<file path="src/include/cmd_decode_pkg.sv">
package cmd_decode_pkg;

  // one-hot command codes after chip-select masking
  typedef enum logic [7:0] {
    CMD_NOP = 8'h01,
    CMD_MRS = 8'h02,
    CMD_REF = 8'h04,
    CMD_PRE = 8'h08,
    CMD_ACT = 8'h10,
    CMD_WR  = 8'h20,
    CMD_RD  = 8'h40,
    CMD_ZQ  = 8'h80
  } cmd_t;

  // {ras_n, cas_n, we_n} patterns with chip select low
  localparam logic [2:0] PAT_MRS = 3'h0;
  localparam logic [2:0] PAT_REF = 3'h1;
  localparam logic [2:0] PAT_PRE = 3'h2;
  localparam logic [2:0] PAT_ACT = 3'h3;
  localparam logic [2:0] PAT_WR  = 3'h4;
  localparam logic [2:0] PAT_RD  = 3'h5;
  localparam logic [2:0] PAT_ZQ  = 3'h6;

  localparam int BANKS    = 8;
  localparam int BA_W     = 3;
  localparam int ADDR_W   = 15;
  localparam int COL_W    = 10;
  localparam int MR_COUNT = 4;
  localparam int MR_SEL_W = 2;
  localparam int DQ_W     = 8;

  // address bit positions with a second meaning
  localparam int AP_BIT   = 10;
  localparam int CHOP_BIT = 12;

  // mode register field positions
  localparam int MR0_BL_LSB    = 0;
  localparam int MR1_TDQS_BIT  = 11;
  localparam int MR1_RTT_B0    = 2;
  localparam int MR1_RTT_B1    = 6;
  localparam int MR1_RTT_B2    = 9;
  localparam int MR2_RTTWR_LSB = 9;
  localparam int MR_IDX_MR0    = 0;
  localparam int MR_IDX_MR1    = 1;
  localparam int MR_IDX_MR2    = 2;

  localparam logic [1:0] BL_FIXED8 = 2'h0;
  localparam logic [1:0] BL_OTF    = 2'h1;
  localparam logic [1:0] BL_FIXED4 = 2'h2;

  // values after reset
  localparam logic [ADDR_W-1:0] MR_RST   = 15'h0000;
  localparam logic [ADDR_W-1:0] ROW_RST  = 15'h0000;
  localparam logic [BANKS-1:0]  OPEN_RST = 8'h00;

endpackage : cmd_decode_pkg

</file>
<file path="src/write_beat_mask.sv">
`timescale 1ns/1ps
module write_beat_mask #(
  parameter int DATA_W = 8
) (
  input  wire logic              ref_clk,
  input  wire logic              srst,
  input  wire logic              reset_n,
  input  wire logic              beat_valid,
  input  wire logic [DATA_W-1:0] beat_data,
  input  wire logic              dm,
  input  wire logic              dm_mode,
  output logic                   arr_we_q,
  output logic [DATA_W-1:0]      arr_data_q,
  output logic                   beat_masked_q
);

  logic              arr_we_d;
  logic [DATA_W-1:0] arr_data_d;
  logic              beat_masked_d;
  logic              masked;

  if (DATA_W < 1) begin : g_chk
    $error("write_beat_mask: DATA_W must be at least 1");
  end

  ////////////////////////////////////////////////////////////////////////////
  // one beat per rising clock edge; the mask only counts while the shared ball is dm
  always_comb begin
    masked        = beat_valid && dm && dm_mode;
    arr_we_d      = beat_valid && !masked;
    arr_data_d    = beat_valid ? beat_data : arr_data_q;
    beat_masked_d = masked;
  end

  always_ff @(posedge ref_clk or negedge reset_n) begin
    if (!reset_n) begin
      arr_we_q      <= 1'b0;
      arr_data_q    <= '0;
      beat_masked_q <= 1'b0;
    end else if (srst) begin
      arr_we_q      <= 1'b0;
      arr_data_q    <= '0;
      beat_masked_q <= 1'b0;
    end else begin
      arr_we_q      <= arr_we_d;
      arr_data_q    <= arr_data_d;
      beat_masked_q <= beat_masked_d;
    end
  end

  ////////////////////////////////////////////////////////////////////////////
  property p_masked_beat;
    @(posedge ref_clk) disable iff (srst || !reset_n)
      (beat_valid && dm && dm_mode) |=> (!arr_we_q && beat_masked_q);
  endproperty
  a_masked_beat: assert property (p_masked_beat) else $error("masked beat written");

  property p_beat_written;
    @(posedge ref_clk) disable iff (srst || !reset_n)
      (beat_valid && !(dm && dm_mode)) |=> (arr_we_q && arr_data_q == $past(beat_data));
  endproperty
  a_beat_written: assert property (p_beat_written) else $error("beat not written");

  c_masked_beat: cover property (@(posedge ref_clk) beat_valid && dm && dm_mode);

endmodule : write_beat_mask

</file>
<file path="src/ddr3_cmd_addr_pin_decode.sv">
`timescale 1ns/1ps
// Operation
// - inputs captured on rising clock edge
// - chip select high masks the command
// - command from cs, ras, cas, we
// - captured termination input enables termination
// - termination on data, strobes, mask; tdqs_n optional
// - termination ignored if disabled or self refresh
// - masked write beat not written
// - mask sampled per data beat, rising clock edge only
// - mr1 a11 selects mask or tdqs
// - bank inputs select target bank
// - bank inputs select mode register
// - address bits loaded as mode op-code
// - a10 on read/write requests auto-precharge
// - a10 on precharge closes all banks
// - a12 low chops burst, high full
// - a12 counts only with on-the-fly mode
// - reset low resets without a clock
// - data need not survive a reset
module ddr3_cmd_addr_pin_decode #(
  parameter int BANK_N = cmd_decode_pkg::BANKS,
  parameter int ROW_W  = cmd_decode_pkg::ADDR_W,
  parameter int DATA_W = cmd_decode_pkg::DQ_W
) (
  input  wire logic                            ref_clk,
  input  wire logic                            srst,
  input  wire logic                            reset_n,
  input  wire logic                            cs_n,
  input  wire logic                            ras_n,
  input  wire logic                            cas_n,
  input  wire logic                            we_n,
  input  wire logic [cmd_decode_pkg::BA_W-1:0] ba,
  input  wire logic [ROW_W-1:0]                addr,
  input  wire logic                            odt,
  input  wire logic                            self_refresh,
  input  wire logic                            beat_valid,
  input  wire logic [DATA_W-1:0]               beat_data,
  input  wire logic                            dm,
  output logic                                 cmd_valid_q,
  output cmd_decode_pkg::cmd_t                 cmd_q,
  output logic [cmd_decode_pkg::BA_W-1:0]      bank_q,
  output logic [ROW_W-1:0]                     row_addr_q,
  output logic [cmd_decode_pkg::COL_W-1:0]     col_addr_q,
  output logic                                 auto_pre_q,
  output logic                                 pre_all_q,
  output logic                                 burst_chop_q,
  output logic                                 mr_wr_q,
  output logic [cmd_decode_pkg::MR_SEL_W-1:0]  mr_sel_q,
  output logic [BANK_N-1:0]                    bank_open,
  output logic                                 odt_term_q,
  output logic                                 tdqs_n_term_q,
  output logic                                 dm_mode,
  output logic                                 arr_we_q,
  output logic [DATA_W-1:0]                    arr_data_q,
  output logic                                 beat_masked_q
);

  if (BANK_N != cmd_decode_pkg::BANKS || ROW_W != cmd_decode_pkg::ADDR_W) begin : g_chk
    $error("ddr3_cmd_addr_pin_decode: eight banks and 15 address bits only");
  end

  ////////////////////////////////////////////////////////////////////////////
  // helpers

  function automatic cmd_decode_pkg::cmd_t decode_cmd(
    input logic s_n,
    input logic r_n,
    input logic c_n,
    input logic w_n
  );
    cmd_decode_pkg::cmd_t c;
    c = cmd_decode_pkg::CMD_NOP;
    if (!s_n) begin
      case ({r_n, c_n, w_n})
        cmd_decode_pkg::PAT_MRS: c = cmd_decode_pkg::CMD_MRS;
        cmd_decode_pkg::PAT_REF: c = cmd_decode_pkg::CMD_REF;
        cmd_decode_pkg::PAT_PRE: c = cmd_decode_pkg::CMD_PRE;
        cmd_decode_pkg::PAT_ACT: c = cmd_decode_pkg::CMD_ACT;
        cmd_decode_pkg::PAT_WR:  c = cmd_decode_pkg::CMD_WR;
        cmd_decode_pkg::PAT_RD:  c = cmd_decode_pkg::CMD_RD;
        cmd_decode_pkg::PAT_ZQ:  c = cmd_decode_pkg::CMD_ZQ;
        default:                 c = cmd_decode_pkg::CMD_NOP;
      endcase
    end
    return c;
  endfunction : decode_cmd

  // termination is off only when both the nominal and the write value are zero
  function automatic logic rtt_enabled(
    input logic [ROW_W-1:0] m1,
    input logic [ROW_W-1:0] m2
  );
    logic nom;
    logic wr;
    nom = m1[cmd_decode_pkg::MR1_RTT_B0] | m1[cmd_decode_pkg::MR1_RTT_B1]
        | m1[cmd_decode_pkg::MR1_RTT_B2];
    wr  = |m2[cmd_decode_pkg::MR2_RTTWR_LSB +: 2];
    return nom | wr;
  endfunction : rtt_enabled

  ////////////////////////////////////////////////////////////////////////////
  // state

  cmd_decode_pkg::cmd_t                   cmd_c;
  logic                                   cmd_valid_d;
  cmd_decode_pkg::cmd_t                   cmd_d;
  logic [cmd_decode_pkg::BA_W-1:0]        bank_d;
  logic [ROW_W-1:0]                       row_addr_d;
  logic [cmd_decode_pkg::COL_W-1:0]       col_addr_d;
  logic                                   auto_pre_d;
  logic                                   pre_all_d;
  logic                                   burst_chop_d;
  logic                                   mr_wr_d;
  logic [cmd_decode_pkg::MR_SEL_W-1:0]    mr_sel_d;
  logic [BANK_N-1:0]                      open_q;
  logic [BANK_N-1:0]                      open_d;
  logic [BANK_N-1:0][ROW_W-1:0]           row_q;
  logic [BANK_N-1:0][ROW_W-1:0]           row_d;
  logic [cmd_decode_pkg::MR_COUNT-1:0][ROW_W-1:0] mr_q;
  logic [cmd_decode_pkg::MR_COUNT-1:0][ROW_W-1:0] mr_d;
  logic                                   odt_term_d;
  logic                                   tdqs_n_term_d;
  logic                                   is_rw;
  logic [1:0]                             bl_field;

  assign bank_open = open_q;
  assign dm_mode   = !mr_q[cmd_decode_pkg::MR_IDX_MR1][cmd_decode_pkg::MR1_TDQS_BIT];
  assign bl_field  = mr_q[cmd_decode_pkg::MR_IDX_MR0][cmd_decode_pkg::MR0_BL_LSB +: 2];

  ////////////////////////////////////////////////////////////////////////////
  // command, bank and mode-register next state

  always_comb begin
    cmd_c         = decode_cmd(cs_n, ras_n, cas_n, we_n);
    is_rw         = (cmd_c == cmd_decode_pkg::CMD_RD) || (cmd_c == cmd_decode_pkg::CMD_WR);
    cmd_valid_d   = !cs_n;
    cmd_d         = cmd_c;
    bank_d        = ba;
    row_addr_d    = addr;
    col_addr_d    = addr[cmd_decode_pkg::COL_W-1:0];
    auto_pre_d    = is_rw && addr[cmd_decode_pkg::AP_BIT];
    pre_all_d     = (cmd_c == cmd_decode_pkg::CMD_PRE) && addr[cmd_decode_pkg::AP_BIT];
    burst_chop_d  = 1'b0;
    mr_wr_d       = 1'b0;
    mr_sel_d      = ba[cmd_decode_pkg::MR_SEL_W-1:0];
    open_d        = open_q;
    row_d         = row_q;
    mr_d          = mr_q;
    if (is_rw) begin
      // a12 only overrides the length when on-the-fly is programmed
      if (bl_field == cmd_decode_pkg::BL_OTF) begin
        burst_chop_d = !addr[cmd_decode_pkg::CHOP_BIT];
      end else begin
        burst_chop_d = (bl_field == cmd_decode_pkg::BL_FIXED4);
      end
    end
    case (cmd_c)
      cmd_decode_pkg::CMD_ACT: begin
        open_d[ba] = 1'b1;
        row_d[ba]  = addr;
      end
      cmd_decode_pkg::CMD_PRE: begin
        if (addr[cmd_decode_pkg::AP_BIT]) begin
          open_d = '0;
        end else begin
          open_d[ba] = 1'b0;
        end
      end
      cmd_decode_pkg::CMD_RD, cmd_decode_pkg::CMD_WR: begin
        // with a10 set the bank is marked closed at the command; burst timing is outside
        if (addr[cmd_decode_pkg::AP_BIT]) begin
          open_d[ba] = 1'b0;
        end
      end
      cmd_decode_pkg::CMD_MRS: begin
        // ba2 set addresses no register, so no mode register is written
        if (!ba[cmd_decode_pkg::BA_W-1]) begin
          mr_wr_d        = 1'b1;
          mr_d[mr_sel_d] = addr;
        end
      end
      default: begin
        open_d = open_q;
      end
    endcase
  end

  ////////////////////////////////////////////////////////////////////////////
  // termination gating

  always_comb begin
    odt_term_d    = odt && !self_refresh
                    && rtt_enabled(mr_q[cmd_decode_pkg::MR_IDX_MR1],
                                   mr_q[cmd_decode_pkg::MR_IDX_MR2]);
    tdqs_n_term_d = odt_term_d && !dm_mode;
  end

  ////////////////////////////////////////////////////////////////////////////
  // registers; the pin reset clears everything without a clock

  always_ff @(posedge ref_clk or negedge reset_n) begin
    if (!reset_n) begin
      cmd_valid_q   <= 1'b0;
      cmd_q         <= cmd_decode_pkg::CMD_NOP;
      bank_q        <= '0;
      row_addr_q    <= '0;
      col_addr_q    <= '0;
      auto_pre_q    <= 1'b0;
      pre_all_q     <= 1'b0;
      burst_chop_q  <= 1'b0;
      mr_wr_q       <= 1'b0;
      mr_sel_q      <= '0;
      open_q        <= cmd_decode_pkg::OPEN_RST;
      row_q         <= {BANK_N{cmd_decode_pkg::ROW_RST}};
      mr_q          <= {cmd_decode_pkg::MR_COUNT{cmd_decode_pkg::MR_RST}};
      odt_term_q    <= 1'b0;
      tdqs_n_term_q <= 1'b0;
    end else if (srst) begin
      cmd_valid_q   <= 1'b0;
      cmd_q         <= cmd_decode_pkg::CMD_NOP;
      bank_q        <= '0;
      row_addr_q    <= '0;
      col_addr_q    <= '0;
      auto_pre_q    <= 1'b0;
      pre_all_q     <= 1'b0;
      burst_chop_q  <= 1'b0;
      mr_wr_q       <= 1'b0;
      mr_sel_q      <= '0;
      open_q        <= cmd_decode_pkg::OPEN_RST;
      row_q         <= {BANK_N{cmd_decode_pkg::ROW_RST}};
      mr_q          <= {cmd_decode_pkg::MR_COUNT{cmd_decode_pkg::MR_RST}};
      odt_term_q    <= 1'b0;
      tdqs_n_term_q <= 1'b0;
    end else begin
      cmd_valid_q   <= cmd_valid_d;
      cmd_q         <= cmd_d;
      bank_q        <= bank_d;
      row_addr_q    <= row_addr_d;
      col_addr_q    <= col_addr_d;
      auto_pre_q    <= auto_pre_d;
      pre_all_q     <= pre_all_d;
      burst_chop_q  <= burst_chop_d;
      mr_wr_q       <= mr_wr_d;
      mr_sel_q      <= mr_sel_d;
      open_q        <= open_d;
      row_q         <= row_d;
      mr_q          <= mr_d;
      odt_term_q    <= odt_term_d;
      tdqs_n_term_q <= tdqs_n_term_d;
    end
  end

  ////////////////////////////////////////////////////////////////////////////
  // write data path

  write_beat_mask #(
    .DATA_W (DATA_W)
  ) u_mask (
    .ref_clk       (ref_clk),
    .srst          (srst),
    .reset_n       (reset_n),
    .beat_valid    (beat_valid),
    .beat_data     (beat_data),
    .dm            (dm),
    .dm_mode       (dm_mode),
    .arr_we_q      (arr_we_q),
    .arr_data_q    (arr_data_q),
    .beat_masked_q (beat_masked_q)
  );

  ////////////////////////////////////////////////////////////////////////////
  // checks

  property p_cs_mask;
    @(posedge ref_clk) disable iff (srst || !reset_n)
      cs_n |=> (!cmd_valid_q && cmd_q == cmd_decode_pkg::CMD_NOP && !mr_wr_q);
  endproperty
  a_cs_mask: assert property (p_cs_mask) else $error("masked command acted on");

  property p_masked_hold;
    @(posedge ref_clk) disable iff (srst || !reset_n)
      cs_n |=> ($stable(open_q) && $stable(mr_q) && $stable(row_q));
  endproperty
  a_masked_hold: assert property (p_masked_hold) else $error("masked cycle changed state");

  property p_act_open;
    @(posedge ref_clk) disable iff (srst || !reset_n)
      (cmd_c == cmd_decode_pkg::CMD_ACT) |=>
        (open_q[bank_q] && row_q[bank_q] == $past(addr) && bank_q == $past(ba));
  endproperty
  a_act_open: assert property (p_act_open) else $error("activate did not open row");

  property p_pre_all;
    @(posedge ref_clk) disable iff (srst || !reset_n)
      (cmd_c == cmd_decode_pkg::CMD_PRE && addr[cmd_decode_pkg::AP_BIT])
        |=> (open_q == '0 && pre_all_q);
  endproperty
  a_pre_all: assert property (p_pre_all) else $error("precharge all left a bank open");

  property p_pre_one;
    @(posedge ref_clk) disable iff (srst || !reset_n)
      (cmd_c == cmd_decode_pkg::CMD_PRE && !addr[cmd_decode_pkg::AP_BIT])
        |=> (!open_q[bank_q] && !pre_all_q
             && (open_q | (BANK_N'(1) << bank_q)) == ($past(open_q) | (BANK_N'(1) << bank_q)));
  endproperty
  a_pre_one: assert property (p_pre_one) else $error("single precharge wrong");

  property p_mrs_load;
    @(posedge ref_clk) disable iff (srst || !reset_n)
      (cmd_c == cmd_decode_pkg::CMD_MRS && !ba[cmd_decode_pkg::BA_W-1])
        |=> (mr_wr_q && mr_q[mr_sel_q] == $past(addr));
  endproperty
  a_mrs_load: assert property (p_mrs_load) else $error("mode register not loaded");

  property p_auto_pre;
    @(posedge ref_clk) disable iff (srst || !reset_n)
      is_rw |=> (auto_pre_q == $past(addr[cmd_decode_pkg::AP_BIT])
                 && col_addr_q == $past(addr[cmd_decode_pkg::COL_W-1:0]));
  endproperty
  a_auto_pre: assert property (p_auto_pre) else $error("auto-precharge flag wrong");

  property p_chop;
    @(posedge ref_clk) disable iff (srst || !reset_n)
      (is_rw && bl_field == cmd_decode_pkg::BL_OTF)
        |=> (burst_chop_q == !$past(addr[cmd_decode_pkg::CHOP_BIT]));
  endproperty
  a_chop: assert property (p_chop) else $error("burst chop wrong");

  property p_chop_fixed;
    @(posedge ref_clk) disable iff (srst || !reset_n)
      (is_rw && bl_field == cmd_decode_pkg::BL_FIXED8) |=> !burst_chop_q;
  endproperty
  a_chop_fixed: assert property (p_chop_fixed) else $error("a12 used without otf");

  property p_odt_off;
    @(posedge ref_clk) disable iff (srst || !reset_n)
      (self_refresh || !odt) |=> (!odt_term_q ##1 1'b1);
  endproperty
  a_odt_off: assert property (p_odt_off) else $error("termination during self refresh");

  property p_tdqs_term;
    @(posedge ref_clk) disable iff (srst || !reset_n)
      tdqs_n_term_q |-> (odt_term_q && !$past(dm_mode));
  endproperty
  a_tdqs_term: assert property (p_tdqs_term) else $error("tdqs_n terminated in mask mode");

  property p_pin_reset;
    @(posedge ref_clk) !reset_n |-> (open_q == '0 && !cmd_valid_q && !odt_term_q);
  endproperty
  a_pin_reset: assert property (p_pin_reset) else $error("state kept through reset");

  c_act:  cover property (@(posedge ref_clk) cmd_c == cmd_decode_pkg::CMD_ACT);
  c_mrs:  cover property (@(posedge ref_clk) cmd_c == cmd_decode_pkg::CMD_MRS);
  c_odt:  cover property (@(posedge ref_clk) odt_term_q && tdqs_n_term_q);
  c_chop: cover property (@(posedge ref_clk) burst_chop_q && cmd_valid_q);

endmodule : ddr3_cmd_addr_pin_decode

</file>
<file path="config.mk">
export PLATFORM = sky130hd
export DESIGN_NAME = ddr3_cmd_addr_pin_decode
export DESIGN_NICKNAME = d
export VERILOG_FILES = /design/src/include/cmd_decode_pkg.sv /design/src/write_beat_mask.sv /design/src/ddr3_cmd_addr_pin_decode.sv
export SDC_FILE = /design/constraint.sdc
export NUM_CORES = 1
export LEC_CHECK = 0
export BUFFER_PORTS_ARGS = -buffer_cell sky130_fd_sc_hd__buf_4
export CORE_ASPECT_RATIO = 0.9
export CORE_MARGIN = 2
export CORE_UTILIZATION = 45
export CTS_BUF_LIST = sky130_fd_sc_hd__clkbuf_2
export DETAILED_ROUTE_END_ITERATION = 16
export MAX_ROUTING_LAYER = met4
export PLACE_DENSITY = 0.75
export SYNTH_ARGS = -nofsm -noshare
export SYNTH_HDL_FRONTEND = slang
export SYNTH_SLANG_ARGS = --single-unit
export TNS_END_PERCENT = 30
</file>
<file path="constraint.sdc">
create_clock -name ref_clk -period 1.3 [get_ports ref_clk]
set_clock_uncertainty 0.1 [all_clocks]
set_input_delay 0.26 -clock ref_clk [delete_from_list [all_inputs] [get_ports ref_clk]]
set_output_delay 0.26 -clock ref_clk [all_outputs]
set_load 0.02 [all_outputs]
</file>
==> results of run 1 <==
## worst paths after layout
kind | endpoint | depth (start not counted)
min in group asynchronous | row_addr_q[13] | 2
hold / removal | u_mask.beat_masked_q | 3
hold reg to reg | bl_field[0] | 2
setup reg to reg | odt_term_q | 3
setup / recovery | cmd_q[0] | 1
max in group asynchronous | u_mask.arr_data_q[2] | 3
## repair_timing
item,in CTS,in global routing
endpoints found under the hold margin,105,4
pin swaps,2,1
endpoints found under the setup margin,66,69
buffers inserted,5,2
resized for setup,52,16
cloned,0,0
hold buffers,39,1
## cells in the final DEF, fill, tap and decap left out, types with 2 or more instances in the layout
cell type,count
a21oi_1,17
a32oi_1,4
and3b_1,2
buf_12,2
buf_4,68
buf_6,61
clkbuf_2,9
clkinv_2,4
clkinvlp_4,2
dfrtp_1,58
dlygate4sd3_1,39
inv_1,3
mux2i_1,8
nand2_1,26
nand2b_1,2
nand3_1,9
nand3b_1,3
nand4bb_1,2
nor2_1,15
nor2b_1,17
nor3_1,5
nor3b_1,3
nor4_1,3
o211ai_1,6
o211ai_2,2
o21ai_1,3
## synthesized netlist by cell type, types with 2 or more instances
library cell	instances
and3b_1	2
clkbuf_1	7
nand3b_1	3
nand3_1	9
o21ai_1	3
nand2b_1	2
o211ai_2	2
nand2_1	26
buf_6	5
o211ai_1	6
nor3_1	6
mux2i_1	8
nand4bb_1	2
nor2_1	15
a21oi_1	17
nor4_1	4
buf_4	12
dfrtp_1	58
inv_1	4
nor2b_1	17
nor3b_1	3
a32oi_1	4
## per-stage QoR
stage / utilization / hold WS, ns / setup TNS (ns)
after global routing: 0.784 / 0.00175 / -11.78
final: 0.784 / 0.0489 / -6.64
after detailed placement: 0.636 / 0.0742 / -3.09
after global placement: 0.636 / 0.0719 / -2.68
after CTS: 0.768 / 0.00295 / -8.37
after floorplan: - / -0.136 / -1.39
## logic make-up after synthesis
group,synth area share
compound gates,0.102
mux,0.0317
simple gates,0.205
buf+inv,0.0762
flops,0.584
## per-layer routing
| metal | up-vias | global-route usage | share of wire | routed length [um] |
|---|---|---|---|---|
| li1 | 1096 | - | - | - |
| met1 | 1169 | 0.292 | 0.40 | 2890 |
| met2 | 84 | 0.418 | 0.53 | 3800 |
| met3 | 11 | 0.0702 | 0.055 | 399 |
| met4 | 0 | 0.0801 | 0.017 | 119 |
| met5 | - | - | 0 | 0 |
## registers in the layout (all words and copies together) (netlist names), 2 cells and up
register,flops
cmd_q,8
row_addr_q,6
mr_q,6
u_mask.arr_data_q,8
bl_field,2
col_addr_q,9
bank_q,2
bank_open,8
## power groups by stage
stage                     clock, W  sequential (W)  combinational [W]
after global routing       0.00104         0.00197           0.000903
final                     0.000943         0.00196           0.000843
after detailed placement         0         0.00198           0.000672
after CTS                 0.000961         0.00196           0.000815
after floorplan                  0         0.00207           0.000250
after global placement           0         0.00198           0.000660
## layout make-up
cell class,count,area (um^2)
timing repair buffer,171,1640
sequential,59,1480
fill,328,1160
multi-input combinational,141,887
tap,67,83.8
clock buffer,9,45.0
clock inverter,7,43.8
inverter,4,15.0
==> reports/qor.yml, run 1 <==
drv_slew: 0
syn_area_um2: 2530
status: "complete, but fails checks"
timing.fmax_mhz: 666
placed_area_um2: 3400
synth_area_leaders: "dfrtp_1, nor2b_1, nand2_1"
clk_latency_ns: 0.48
hp-class: "input port to flip-flop"
critPathArrivalTime_ns: 1.14
hold_viol: 0
grt_util_all_layers: 0.247
synth-seq-cells: 59
power_w: 0.00375
clock_sinks: 59
gr-total-overflow: 0
vias: 2360
p_comb_frac: 0.225
cpPeakStageDelay_ns: 0.56
cts-root-buf: "clkbuf_2"
area_growth_pct: 65.8
die_h_um: 75.1
setup_viol: 70
tightest_slew_ns: 0.432
ctsHtreeMaxLevel: 3
power_leakage_nw: 2.06
synth_top_area_share: 0.574
numPortBuffers: 100
p_sw_w: 0.00115
dp_cells: 395
layout-drive-gt1-share: 0.414
via_per_inst: 5.15
n_antenna_cell: 0
core-area_um2: 5350
grt_max_degree: 42
synth_nets: 266
dr.pass1.iters: 4
initial_core_util: 0.473
synthFlopType: "dfrtp_1"
slowest_stage: "dfstp_2"
grt_pass1_wl_um: 11600
r2r_slack_ns: -0.06
async_flop_share: 1.00
peakVddDrop_mv: 0.554
die_w_um: 83.0
seqPwrFrac: 0.523
synth_cell_type_count: 36
post-route-cell-area_um2: 4190
rows: 25
cap_violations: 0
wl_um: 7210
cts_made_buffers: 9
synth_edf_count: 0
nets: 423
wl_per_cell_um: 15.7
fin_crit_ns: 1.50
yosys_warnings: 0
dieArea_um2: 6240
syn_inst: 229
violations: "setup timing"
synth_area_per_cell_um2: 11.0
antenna_found_initial: 0
cts_tree: "yes"
final_cells: 458
critPathKind: "flip-flop to output pin"
place.detailed.hpwl_um: 4310
powerDensity_nw_per_um2: 894
gp_congestion: 0.894
cp.required_ns: 0.94
fin_crit_sh: 1.16
drtIter0Drc: 122
clk_path_buf_depth: 2
critical_path.startpoint_type: "flip-flop"
drc: 0
cp-startpoint: "cmd_q[0]"
p_sw_frac: 0.308
final_antenna_net_count: 0
holdCritStartpoint: "beat_valid"
layout_setup_ws_ns: -0.202
rr_startpoint: "mr_q[40]"
clk_pin_slew_ns: 0.19
ioPinCount: 101
crit_chain: "buf_6"
p_clk_frac: 0.252
cp-end-kind: "output pin"
ys_seq_area_frac: 0.584
crit_fanout: 1
rsz0062_at_grt: "yes"
synth_top_area_cell: "dfrtp_1"
place_ws_ns: -0.221
relSlewSlack: 0.712
internal-power_w: 0.00260
first_global_vias: 2447
crit_buf_inv: 1
crit_family: "flip-flops"
(Power assumes the default switching activity.)
==> run 2, diff against run 1 <==
--- a/config.mk
+++ b/config.mk
@@ -5,7 +5,7 @@
 export SDC_FILE = /design/constraint.sdc
 export NUM_CORES = 1
 export LEC_CHECK = 0
-export BUFFER_PORTS_ARGS = -buffer_cell sky130_fd_sc_hd__buf_4
+export BUFFER_PORTS_ARGS = -buffer_cell sky130_fd_sc_hd__buf_2
 export CORE_ASPECT_RATIO = 0.9
 export CORE_MARGIN = 2
 export CORE_UTILIZATION = 45
==> run 2 against run 1 <==
Effect of this change:
- the flow still finishes with violations (setup timing)
- cell count increased by 0.87%
- largest cell class is now flip-flops and latches
- sequential share of layout area increased by 2.3 points
- clock-buffer cell count increased by 1
- combinational power decreased by 10%
- highest routed layer unchanged
- cell area decreased by 6.0%
- fmax increased by 0.76%
- clock power increased by 36%
- setup slack improved by 0.011 ns
- register-to-register slack got worse by 0.02 ns
- critical path depth unchanged
- sequential power about the same
- critical endpoint unchanged
==> reports/qor.yml, run 2 (same netlist as run 1, synthesis figures left out) <==
cts-root-buf: "clkbuf_2"
cap_violations: 0
hold_path_end: "cmd_q[0]"
power_leakage_nw: 2.02
rsz0062_at_grt: "yes"
nets: 427
drtIter0Drc: 104
wl_um: 6600
hp-class: "input port to flip-flop"
initial_core_util: 0.473
layout_common_cells: "buf_2, dfrtp_1, buf_4, dlygate4sd3_1, buf_6"
fin_crit_ns: 1.49
rr_startpoint: "mr_q[40]"
die_w_um: 83.0
clk_latency_ns: 0.46
area_growth_pct: 55.8
final_cells: 462
reg2regPathDepth: 3
place.detailed.hpwl_um: 4010
tightest_slew_ns: 0.467
wl_per_cell_um: 14.3
gp_congestion: 0.824
crit_buf_inv: 1
critPathKind: "flip-flop to output pin"
clk_pin_slew_ns: 0.16
hold_viol: 0
regMostFlops: "col_addr_q"
min_path_cells: 4
gr-total-overflow: 0
relSlewSlack: 0.689
rows: 25
violations: "setup timing"
dr.pass1.iters: 5
fin_crit_sh: 1.15
cp-end-kind: "output pin"
final_common_cell: "buf_2"
die_h_um: 75.1
via_per_inst: 4.87
grt_max_degree: 60
power_w: 0.00399
grt_pass1_wl_um: 10600
grt_util_all_layers: 0.228
ctsHtreeMaxLevel: 3
slowest_stage: "dfstp_2"
layout_setup_ws_ns: -0.191
cts_made_buffers: 9
numPortBuffers: 100
clock_sinks: 59
cp.required_ns: 0.94
core-area_um2: 5350
clk_path_buf_depth: 2
peakVddDrop_mv: 0.800
drv_slew: 0
dieArea_um2: 6240
setup_viol: 66
layout-drive-gt1-share: 0.420
cpPeakStageDelay_ns: 0.56
timing.hold.ws_ns: 0.0601
crit_fanout: 1
critPathArrivalTime_ns: 1.13
timing.fmax_mhz: 671
vias: 2252
first_global_vias: 2265
antenna_found_initial: 0
status: "complete, but fails checks"
final_antenna_net_count: 0
largest_register_ffs: 9
fillers: 391
rr_endpoint: "tdqs_n_term_q"
r2r_slack_ns: -0.08
ioPinCount: 101
cts_tree: "yes"
holdCritStartpoint: "ras_n"
n_antenna_cell: 0
crit_chain: "buf_6"
dp_cells: 396
crit_family: "flip-flops"
critical_path.startpoint_type: "flip-flop"
drc: 0
powerDensity_nw_per_um2: 1010
run 2: cell types whose count changed in the layout (fill, tap and decap cells not counted), moves of 2 or more:
cell and change:
buf_6 -33, bufinv_16 +2, dlygate4sd3_1 -3, buf_4 -31
clkinv_2 -4, clkinvlp_4 -2, buf_2 +72, clkinv_1 +3
run 2: area by class of cell:
type	instances	area, um^2	share of cell area
repair buffers	175	1350	0.344
clock inverters	6	80.1	0.0203
well taps	67	83.8	0.0213
inverters	4	15.0	0.00381
flip-flops and latches	59	1480	0.375
multi-input cells	141	880	0.223
clock buffers	10	50.0	0.0127
run 2: repair_timing:
item | 4_1_cts | 5_1_grt
setup buffers | 12 | 2
gates resized for setup | 38 | 23
pin swaps | 2 | 0
hold buffers | 36 | 0
endpoints found under the setup margin | 66 | 67
endpoints found under the hold margin | 106 | 0
run 2: power by group:
part	internal (W)	leakage [nW]	switching, W
clock network	0.000631	0.0786	0.000653
registers	0.00191	0.790	0.0000433
logic	0.000372	1.15	0.000388
run 2: worst max path at each step:
stage                         from  slack [ns]           end  depth (start not counted)
final                     cmd_q[0]       -0.19      cmd_q[0]                          1
after CTS                 cmd_q[0]       -0.24      cmd_q[0]                          1
after floorplan              cas_n       -0.18  bank_open[4]                          6
after global routing      cmd_q[0]       -0.28      cmd_q[0]                          1
after global placement       ras_n       -0.24      mr_q[24]                          7
after detailed placement     ras_n       -0.30  bank_open[1]                          5
run 2: stage by stage:
stage / cell area [um^2] / setup TNS, ns / util / setup slack, ns
2_1_floorplan: 2540 / -1.39 / - / -0.179
4_1_cts: 3850 / -8.65 / 0.720 / -0.244
3_5_place_dp: 3160 / -4.57 / 0.591 / -0.296
3_3_place_gp: 3160 / -3.68 / 0.591 / -0.238
6_report: 3940 / -5.42 / 0.737 / -0.191
5_1_grt: 3940 / -11.62 / 0.737 / -0.277
run 2: layer usage:
layer | vias to the layer above | GRT usage | share of wire
li1 | 1104 | - | -
met1 | 1068 | 0.265 | 0.42
met2 | 72 | 0.385 | 0.52
met3 | 8 | 0.0669 | 0.045
met4 | 0 | 0.0783 | 0.017
met5 | - | - | 0
